===== src/rtl/uib_cfg.svh =====
// uib_cfg.svh: offsets, field positions and reset values of the serial port register set
// assumes byte addresses on a 32-bit AXI4-Lite bus, one aligned word per register
`ifndef UIB_CFG_SVH
`define UIB_CFG_SVH
`define UIB_A_FIFO 8'h00
`define UIB_A_RAW 8'h04
`define UIB_A_MST 8'h08
`define UIB_A_ENA 8'h0C
`define UIB_A_CLR 8'h10
`define UIB_A_DIV 8'h14
`define UIB_A_ABD 8'h18
`define UIB_A_CF0 8'h20
`define UIB_A_CF1 8'h24
`define UIB_A_EDGE 8'h30
`define UIB_DIV_MASK 32'h00FF_FFFF
`define UIB_DIV_RST 32'h0000_0010
`define UIB_DIV_FRAC_LSB 20
`define UIB_ABD_MASK 32'h0000_FF01
`define UIB_ABD_RST 32'h0000_1000
`define UIB_ABD_EN_BIT 0
`define UIB_ABD_FILT_LSB 8
`define UIB_CF0_MASK 32'h0800_0000
`define UIB_CF0_RST 32'h0800_0000
`define UIB_CF0_CLKSEL_BIT 27
`define UIB_CF1_MASK 32'h07FF_07FF
`define UIB_CF1_RST 32'h0060_0060
`define UIB_CF1_TXE_LSB 16
`define UIB_IRQ_RXF 0
`define UIB_IRQ_TXE 1
`define UIB_RESP_OKAY 2'h0
`define UIB_RESP_SLVERR 2'h2
`endif


===== src/rtl/uib_pkg.sv =====
// uib_pkg: types shared by the serial port register block
// assumes the constants of uib_cfg.svh
package uib_pkg;
  // one bit per interrupt source, receive-full at bit 0 up to escape char at bit 18
  typedef logic [18:0] uib_irq_t;
endpackage


===== src/rtl/uib_regs.sv =====
// uib_regs: AXI4-Lite register block of a serial port: rx data port, interrupts, baud divider, autobaud filter
// assumes event inputs are one-cycle pulses and all inputs are synchronous to clk_i
//
// Overview of operation
// - FIFO data read returns next receive byte
// - nineteen read-only raw interrupt status bits
// - masked status is raw and enable
// - read/write enable bit per source, same order
// - clear register write-one clears raw bit
// - divider integer part sets whole divisor
// - fractional part adds fraction to divisor
// - autobaud ignores pulses shorter than filter value
// - autobaud measures only while enable set
// - clock select one pclk, zero reference tick
// - tx count below threshold sets tx-empty
// - rx count above threshold sets rx-full
`timescale 1ns/100ps
`default_nettype none
`include "uib_cfg.svh"
module uib_regs #(
  parameter int DIV_INT_W = 20,
  parameter int DIV_FRAC_W = 4,
  parameter int FILT_W = 8,
  parameter int CNT_W = 11
) (
  input wire logic clk_i,
  input wire logic rst_n_i,
  input wire logic [7:0] s_axi_awaddr_i,
  input wire logic s_axi_awvalid_i,
  output logic s_axi_awready_o,
  input wire logic [31:0] s_axi_wdata_i,
  input wire logic [3:0] s_axi_wstrb_i,
  input wire logic s_axi_wvalid_i,
  output logic s_axi_wready_o,
  output logic [1:0] s_axi_bresp_o,
  output logic s_axi_bvalid_o,
  input wire logic s_axi_bready_i,
  input wire logic [7:0] s_axi_araddr_i,
  input wire logic s_axi_arvalid_i,
  output logic s_axi_arready_o,
  output logic [31:0] s_axi_rdata_o,
  output logic [1:0] s_axi_rresp_o,
  output logic s_axi_rvalid_o,
  input wire logic s_axi_rready_i,
  input wire logic [7:0] rx_data_i,
  input wire logic rx_valid_i,
  output logic rx_pop_o,
  input wire logic [18:2] event_i,
  input wire logic [CNT_W-1:0] tx_count_i,
  input wire logic [CNT_W-1:0] rx_count_i,
  input wire logic ref_tick_i,
  input wire logic rxd_i,
  output logic baud_tick_o,
  output logic rxd_filt_o,
  output logic irq_o
);
  // the fraction field starts at a fixed bit, so the integer part may not grow into it
  if (DIV_INT_W < 1 || DIV_INT_W > `UIB_DIV_FRAC_LSB || DIV_FRAC_W < 1 || DIV_FRAC_W > 4 || CNT_W < 1 || CNT_W > 11
      || FILT_W < 1 || FILT_W > 8) begin : g_chk
    $error("uib_regs: field widths exceed register layout");
  end

  logic aw_hold_reg, w_hold_reg, bvalid_reg, rvalid_reg, rx_pop_reg;
  logic [7:0] awaddr_reg, raddr_reg;
  logic [31:0] wdata_reg, rdata_reg;
  logic [3:0] wstrb_reg;
  logic [1:0] bresp_reg, rresp_reg;
  logic [31:0] div_reg, abd_reg, cf0_reg, cf1_reg;
  uib_pkg::uib_irq_t raw_reg, ena_reg, irq_set, irq_clr, masked;
  logic wr_do, ar_do, wr_hit;
  logic [31:0] wmask;
  logic [DIV_INT_W-1:0] bcnt_reg, div_int;
  logic [DIV_FRAC_W-1:0] facc_reg, div_frac;
  logic [DIV_FRAC_W:0] facc_sum;
  logic extra_reg, tick_en, bit_end, bit_tick_reg;
  logic [FILT_W-1:0] run_reg, min_pulse_width;
  logic filt_reg, autobaud_en;
  logic [15:0] edge_reg;
  logic [CNT_W-1:0] txe_thr, rxf_thr;

  // write address and data are taken in either order; the response waits for both
  assign s_axi_awready_o = !aw_hold_reg && !bvalid_reg;
  assign s_axi_wready_o = !w_hold_reg && !bvalid_reg;
  assign wr_do = aw_hold_reg && w_hold_reg && !bvalid_reg;
  assign s_axi_bvalid_o = bvalid_reg;
  assign s_axi_bresp_o = bresp_reg;
  for (genvar b = 0; b < 4; b++) begin : g_strb
    assign wmask[8*b+:8] = {8{wstrb_reg[b]}};
  end

  always_ff @(posedge clk_i or negedge rst_n_i) begin
    if (!rst_n_i) begin
      aw_hold_reg <= 1'b0;
      w_hold_reg <= 1'b0;
      awaddr_reg <= 8'h00;
      wdata_reg <= 32'h0000_0000;
      wstrb_reg <= 4'h0;
    end else begin
      if (s_axi_awvalid_i && s_axi_awready_o) begin
        aw_hold_reg <= 1'b1;
        awaddr_reg <= s_axi_awaddr_i;
      end else if (wr_do) begin
        aw_hold_reg <= 1'b0;
      end
      if (s_axi_wvalid_i && s_axi_wready_o) begin
        w_hold_reg <= 1'b1;
        wdata_reg <= s_axi_wdata_i;
        wstrb_reg <= s_axi_wstrb_i;
      end else if (wr_do) begin
        w_hold_reg <= 1'b0;
      end
    end
  end

  // decode of writable offsets; anything else answers SLVERR and changes nothing
  always_comb begin
    unique case (awaddr_reg)
      `UIB_A_ENA, `UIB_A_CLR, `UIB_A_DIV, `UIB_A_ABD, `UIB_A_CF0, `UIB_A_CF1: wr_hit = 1'b1;
      default: wr_hit = 1'b0;
    endcase
  end

  always_ff @(posedge clk_i or negedge rst_n_i) begin
    if (!rst_n_i) begin
      bvalid_reg <= 1'b0;
      bresp_reg <= `UIB_RESP_OKAY;
    end else if (wr_do) begin
      bvalid_reg <= 1'b1;
      bresp_reg <= wr_hit ? `UIB_RESP_OKAY : `UIB_RESP_SLVERR;
    end else if (s_axi_bready_i) begin
      bvalid_reg <= 1'b0;
    end
  end

  // read/write configuration words, byte strobes honoured, reserved bits kept zero
  always_ff @(posedge clk_i or negedge rst_n_i) begin
    if (!rst_n_i) begin
      ena_reg <= '0;
      div_reg <= `UIB_DIV_RST;
      abd_reg <= `UIB_ABD_RST;
      cf0_reg <= `UIB_CF0_RST;
      cf1_reg <= `UIB_CF1_RST;
    end else if (wr_do) begin
      unique case (awaddr_reg)
        `UIB_A_ENA: ena_reg <= (ena_reg & ~wmask[18:0]) | (wdata_reg[18:0] & wmask[18:0]);
        `UIB_A_DIV: div_reg <= ((div_reg & ~wmask) | (wdata_reg & wmask)) & `UIB_DIV_MASK;
        `UIB_A_ABD: abd_reg <= ((abd_reg & ~wmask) | (wdata_reg & wmask)) & `UIB_ABD_MASK;
        `UIB_A_CF0: cf0_reg <= ((cf0_reg & ~wmask) | (wdata_reg & wmask)) & `UIB_CF0_MASK;
        `UIB_A_CF1: cf1_reg <= ((cf1_reg & ~wmask) | (wdata_reg & wmask)) & `UIB_CF1_MASK;
        default: ;
      endcase
    end
  end

  // interrupt sources: pulses from the transceiver plus two fifo level compares
  assign txe_thr = cf1_reg[`UIB_CF1_TXE_LSB +: CNT_W];
  assign rxf_thr = cf1_reg[CNT_W-1:0];
  always_comb begin
    irq_set = '0;
    irq_set[18:2] = event_i;
    irq_set[`UIB_IRQ_TXE] = tx_count_i < txe_thr;
    irq_set[`UIB_IRQ_RXF] = rx_count_i > rxf_thr;
  end
  assign irq_clr = (wr_do && awaddr_reg == `UIB_A_CLR) ? (wdata_reg[18:0] & wmask[18:0]) : '0;

  // sticky raw bits; a source firing in the clearing cycle stays set
  always_ff @(posedge clk_i or negedge rst_n_i) begin
    if (!rst_n_i) begin
      raw_reg <= '0;
    end else begin
      raw_reg <= (raw_reg & ~irq_clr) | irq_set;
    end
  end
  assign masked = raw_reg & ena_reg;
  assign irq_o = |masked;

  // read channel: one read in flight, data one cycle after the address is taken
  assign s_axi_arready_o = !rvalid_reg;
  assign ar_do = s_axi_arvalid_i && !rvalid_reg;
  assign rx_pop_o = ar_do && s_axi_araddr_i == `UIB_A_FIFO && rx_valid_i;
  assign s_axi_rvalid_o = rvalid_reg;
  assign s_axi_rdata_o = rdata_reg;
  assign s_axi_rresp_o = rresp_reg;
  always_ff @(posedge clk_i or negedge rst_n_i) begin
    if (!rst_n_i) begin
      rvalid_reg <= 1'b0;
      rdata_reg <= 32'h0000_0000;
      rresp_reg <= `UIB_RESP_OKAY;
      raddr_reg <= 8'h00;
      rx_pop_reg <= 1'b0;
    end else if (ar_do) begin
      rvalid_reg <= 1'b1;
      raddr_reg <= s_axi_araddr_i;
      rx_pop_reg <= rx_pop_o;
      rresp_reg <= `UIB_RESP_OKAY;
      unique case (s_axi_araddr_i)
        `UIB_A_FIFO: rdata_reg <= {24'h000000, rx_valid_i ? rx_data_i : 8'h00};
        `UIB_A_RAW: rdata_reg <= {13'h0000, raw_reg};
        `UIB_A_MST: rdata_reg <= {13'h0000, masked};
        `UIB_A_ENA: rdata_reg <= {13'h0000, ena_reg};
        `UIB_A_CLR: rdata_reg <= 32'h0000_0000; // write-only reads zero
        `UIB_A_DIV: rdata_reg <= div_reg;
        `UIB_A_ABD: rdata_reg <= abd_reg;
        `UIB_A_CF0: rdata_reg <= cf0_reg;
        `UIB_A_CF1: rdata_reg <= cf1_reg;
        `UIB_A_EDGE: rdata_reg <= {16'h0000, edge_reg};
        default: begin
          rdata_reg <= 32'h0000_0000;
          rresp_reg <= `UIB_RESP_SLVERR;
        end
      endcase
    end else if (s_axi_rready_i) begin
      rvalid_reg <= 1'b0;
    end
  end

  // fractional divider: bit period is int ticks of the selected clock (pclk or reference tick), plus one when the fraction accumulator carries
  assign div_int = div_reg[DIV_INT_W-1:0];
  assign div_frac = div_reg[`UIB_DIV_FRAC_LSB +: DIV_FRAC_W];
  assign tick_en = cf0_reg[`UIB_CF0_CLKSEL_BIT] ? 1'b1 : ref_tick_i;
  assign bit_end = tick_en && div_int != '0 && bcnt_reg >= div_int - 1'b1 + DIV_INT_W'(extra_reg);
  assign facc_sum = {1'b0, facc_reg} + {1'b0, div_frac};
  assign baud_tick_o = bit_tick_reg;
  // a zero integer part stops the divider instead of ticking every cycle
  always_ff @(posedge clk_i or negedge rst_n_i) begin
    if (!rst_n_i) begin
      bcnt_reg <= '0;
      facc_reg <= '0;
      extra_reg <= 1'b0;
      bit_tick_reg <= 1'b0;
    end else begin
      bit_tick_reg <= bit_end;
      if (bit_end) begin
        bcnt_reg <= '0;
        facc_reg <= facc_sum[DIV_FRAC_W-1:0];
        extra_reg <= facc_sum[DIV_FRAC_W];
      end else if (tick_en && div_int != '0) begin
        bcnt_reg <= bcnt_reg + 1'b1;
      end
    end
  end

  // autobaud glitch filter: a new level is accepted only after it has stood long enough
  assign autobaud_en = abd_reg[`UIB_ABD_EN_BIT];
  assign min_pulse_width = abd_reg[`UIB_ABD_FILT_LSB +: FILT_W];
  assign rxd_filt_o = filt_reg;
  always_ff @(posedge clk_i or negedge rst_n_i) begin
    if (!rst_n_i) begin
      filt_reg <= 1'b1;
      run_reg <= '0;
      edge_reg <= 16'h0000;
    end else if (!autobaud_en) begin
      run_reg <= '0;
    end else if (rxd_i == filt_reg) begin
      run_reg <= '0;
    end else if (run_reg + 1'b1 >= min_pulse_width) begin
      filt_reg <= rxd_i;
      run_reg <= '0;
      edge_reg <= edge_reg + 16'h0001;
    end else begin
      run_reg <= run_reg + 1'b1;
    end
  end
endmodule // uib_regs
`default_nettype wire


===== config.mk =====
export PLATFORM = sky130hd
export DESIGN_NAME = uib_regs
export DESIGN_NICKNAME = d
export VERILOG_FILES = /design/src/rtl/uib_pkg.sv /design/src/rtl/uib_regs.sv
export VERILOG_INCLUDE_DIRS = /design/src /design/src/rtl
export SDC_FILE = /design/constraint.sdc
export NUM_CORES = 1
export LEC_CHECK = 0
export ABC_AREA = 1
export BUFFER_PORTS_ARGS = -buffer_cell sky130_fd_sc_hd__clkbuf_2
export CAP_MARGIN = 5
export CORE_UTILIZATION = 40
export CTS_CLUSTER_SIZE = 24
export DETAILED_ROUTE_END_ITERATION = 10
export PLACE_DENSITY_LB_ADDON = 0.3
export SLEW_MARGIN = 20
export SYNTH_ARGS = -nofsm -noshare
export SYNTH_HDL_FRONTEND = slang
export SYNTH_SLANG_ARGS = --single-unit

===== constraint.sdc =====
create_clock -name clk_i -period 3.2 [get_ports clk_i]
set_input_delay 0.16 -clock clk_i [delete_from_list [all_inputs] [get_ports clk_i]]
set_output_delay 0.16 -clock clk_i [all_outputs]
set_load 0.01 [all_outputs]

==> implementation parameters <==
Parameter                              Value

Synthesis
  Cell types with the highest counts after synthesis    sky130_fd_sc_hd__nand2_1, sky130_fd_sc_hd__dfrtp_1, sky130_fd_sc_hd__inv_1
  Leading post-synthesis cells by cell area    sky130_fd_sc_hd__dfrtp_1, sky130_fd_sc_hd__nand2_1, sky130_fd_sc_hd__ha_1
  Count leader, synth    sky130_fd_sc_hd__nand2_1
  EDFF count, synth    0
  Post-synthesis share of cell area spent on xor and xnor gates    0.0296
  Adder-cell area share of the yosys netlist    0.0600
  Fraction of post-synthesis cell area in the top cell type by area    0.425
  Synth Area in Compound Gates    0.0928
  Multiplexer share of the synthesized area    0.0118
  Area of the mapped netlist    12400 um2
  Share of synthesized area occupied by flip-flops and latches    0.442
  Number of different library cells in the post-synthesis netlist    45
  FFs w/ async S/R, synth    1.00
  Syn. warnings    0
  Largest area contributor in the netlist    sky130_fd_sc_hd__dfrtp_1
  Synthesized flop and latch total    219
  Main combinational cell family by area after synthesis    simple AND/OR/NAND/NOR gates
  Syn Area/Cell    7.70 um2
  Post-Synth Simple-Gate Area    0.285
  Synthesized netlist cell count    1614
  Most instantiated flip-flop cell in the synthesis netlist    sky130_fd_sc_hd__dfrtp_1

Setup path
  Type of element capturing the critical path    register
  Maximum fanout encountered on the critical timing path    8
  Register-to-Register Path Depth    19
  Worst endpoint required time    3620 ps
  Setup crit start kind    register
  Data arrival time of the critical path    3470 ps
  Worst setup endpoint    bcnt_reg[12]$_DFFE_PN0P_
  Worst setup path category    reg -> reg
  Reg2Reg Setup Slack    150 ps
  End of the worst register-to-register path    bcnt_reg[12]$_DFFE_PN0P_

Drt
  DR DRC count    0
  Final wirelength    34600 um
  Number of vias in the routed layout    11300
  First DRT Iteration DRCs    820
  Vias per Instance    5.03
  Number of antenna-violating nets in the routed design    0
  Number of search-and-repair iterations in the first detailed-routing pass    5
  Post-DR wirelength/cell    15.5 um

Final layout
  Number of nets in the layout    1993
  Count of non-filler cells in the finished layout    2237
  Area growth from synthesis to final layout    21.0%
  Antenna diode instance count    0
  Share of layout cells above drive strength 1    0.139
  Post-layout utilization of the core    0.491

Placement
  Buffers on Ports    143
  RD Place Congestion    0.984
  HPWL reported at the end of detailed placement    25400 um
  Dpl ws    8.22 ps
  Number of placed instances with taps included    2128

Die
  CORE AREA    30600 um2
  Initial cell density of the core    0.406
  Row count    64
  Total die area    31800 um2
  Die outline width    178 um
  Boundary Pins    154
  Die Y    178 um

Global route
  Global-route wire length before repair    55300 um
  Number of global-route vias before repair    10800
  All-Layer GR Usage    0.221
  Maximum number of pins on one net before global-route repair    76
  Initial antenna violation count    0
  Grt met2 use    0.356
  Most heavily used metal layer in global routing    met2
  Global Route met3 Usage    0.0360
  GRT overflow    0
  Met1 routing resource usage after global routing    0.299

STA
  Final cycle utilization of the critical path    0.952
  Final count of pins violating max slew    0
  Final critical path time including I/O delays and setup    3050 ps
  Worst clock skew    16.6 ps
  Transition time of the tightest slew-check pin    939 ps
  Worst hold margin    -1.90 ps
  Slew HR    0.374
  Number of endpoints failing setup at the final stage    0
  Final setup slack of the worst path    154 ps
  Final-report hold violation count    1
  Highest clock frequency the design can meet    328 MHz

CTS
  Number of H-tree branching levels    1
  Worst-path clk slew    70 ps
  Clock tree from TritonCTS    built
  Maximum clock insertion buffer count    3
  Num Clock Sinks    219
  Clock Tree Root    sky130_fd_sc_hd__clkbuf_16
  Clock buffer count from CTS    25
  Clock Latency Late Sink    540 ps

Min path
  Hold Crit Depth    5
  Hold crit path type    in -> reg

Run status
  Violations in the final reports    hold timing
  Run status    complete, but fails checks

Power
  Final Power    9.86 mW
  Static Leak    7.69 nW
  Largest voltage drop on the vdd net    0.497 mV
  Total power density per cell area    656 nW/um2

Job
  Max Cap Viol    0
==> metrics by stage <==
step | instance area (um2) | TNS (ps)
3_5_place_dp | 13500 | 0
6_report | 15000 | 0
3_3_place_gp | 13500 | 0
5_1_grt | 15000 | -1050
4_1_cts | 15000 | 0
2_1_floorplan | 12400 | 0
==> cell usage in the layout, fill, tap and decap left out, types with 17 or more instances in the layout <==
master	instances
sky130_fd_sc_hd__clkbuf_16	25
sky130_fd_sc_hd__nor2_1	154
sky130_fd_sc_hd__ha_1	57
sky130_fd_sc_hd__o21ai_0	120
sky130_fd_sc_hd__nand3b_1	18
sky130_fd_sc_hd__o21ai_1	17
sky130_fd_sc_hd__nand4_1	30
sky130_fd_sc_hd__clkbuf_2	142
sky130_fd_sc_hd__nand3_1	88
sky130_fd_sc_hd__nand2_1	477
sky130_fd_sc_hd__a21oi_1	57
sky130_fd_sc_hd__xor2_1	35
sky130_fd_sc_hd__dfrtp_1	211
sky130_fd_sc_hd__inv_1	187
sky130_fd_sc_hd__dlygate4sd3_1	64
==> worst min path at each step <==
| stage | startpoint | endpoint | slack (ps) |
|---|---|---|---|
| floorplan | rst_n_i | asynchronous set/reset pin | -140 |
| global placement | rst_n_i | s_axi_rdata_o[6]$_DFFE_PN0P_ | 170 |
| detailed placement | rst_n_i | s_axi_rdata_o[6]$_DFFE_PN0P_ | 180 |
| CTS | rx_data_i[5] | s_axi_rdata_o[5]$_DFFE_PN0P_ | 0.2 |
| global route | rx_data_i[5] | s_axi_rdata_o[5]$_DFFE_PN0P_ | 50 |
| finish | rx_data_i[5] | s_axi_rdata_o[5]$_DFFE_PN0P_ | -2 |
==> repair_timing <==
action | in CTS | in global routing
hold buffers | 64 | 0
gates resized for setup | 1 | 11
hold endpoints to repair | 130 | 0
pin swaps | 0 | 1
setup endpoints to repair | 4 | 26
gates cloned | 0 | 1
setup buffers | 0 | 1
==> worst max-delay path, cell delays in order (launching register included) <==
cell	delay [ps]
sky130_fd_sc_hd__dfrtp_1	430
sky130_fd_sc_hd__nor2_2	210
sky130_fd_sc_hd__nand3_1	110
sky130_fd_sc_hd__nor2_2	130
sky130_fd_sc_hd__nand2_1	120
sky130_fd_sc_hd__nor2_2	140
sky130_fd_sc_hd__nand2_1	110
sky130_fd_sc_hd__nor2_2	140
sky130_fd_sc_hd__xor2_1	170
sky130_fd_sc_hd__inv_1	60
sky130_fd_sc_hd__ha_1	290
sky130_fd_sc_hd__nand2_1	110
sky130_fd_sc_hd__nor2_4	150
sky130_fd_sc_hd__nand2_1	100
sky130_fd_sc_hd__nor2_2	140
sky130_fd_sc_hd__nand2_1	80
sky130_fd_sc_hd__nand4_2	120
sky130_fd_sc_hd__nand2_4	130
sky130_fd_sc_hd__inv_4	120
sky130_fd_sc_hd__nor2_1	50
==> cell families (layout without fill, tap and decap cells) <==
logic type                 count (synthesis)  in the layout
and+or+nand+nor                          820            820
AOI/OAI and AO/OA                        219            219
buffers and inverters                    241            463
adders and majority gates                 59             59
xor gates and xnor gates                  42             42
muxes                                     13             13
other                                      1              6
DFF                                      219            219
==> per-layer routing <==
metal | vias to the layer above | wire [um]
met3 | 70 | 2290
met4 | 0 | 1210
met1 | 5230 | 15300
met5 | - | 0
met2 | 359 | 15800
li1 | 5596 | -
==> power by group <==
part / switching (mW) / internal (mW) / leakage, nW
combinational: 2.18 / 1.22 / 4.54
sequential: 0.383 / 3.26 / 2.77
clock: 1.15 / 1.66 / 0.380
total: 3.71 / 6.15 / 7.69
==> area by class of cell <==
class	instances	area [um2]
Tap cell	396	495
Timing Repair inverter	1	6.26
Timing Repair Buffer	223	1500
Inverter	196	743
Sequential cell	219	5490
Fill cell	2974	15600
Multi-Input combinational cell	1159	6020
Clock inverter	6	82.6
Clock buffer	37	701
(Power assumes the default switching activity.)
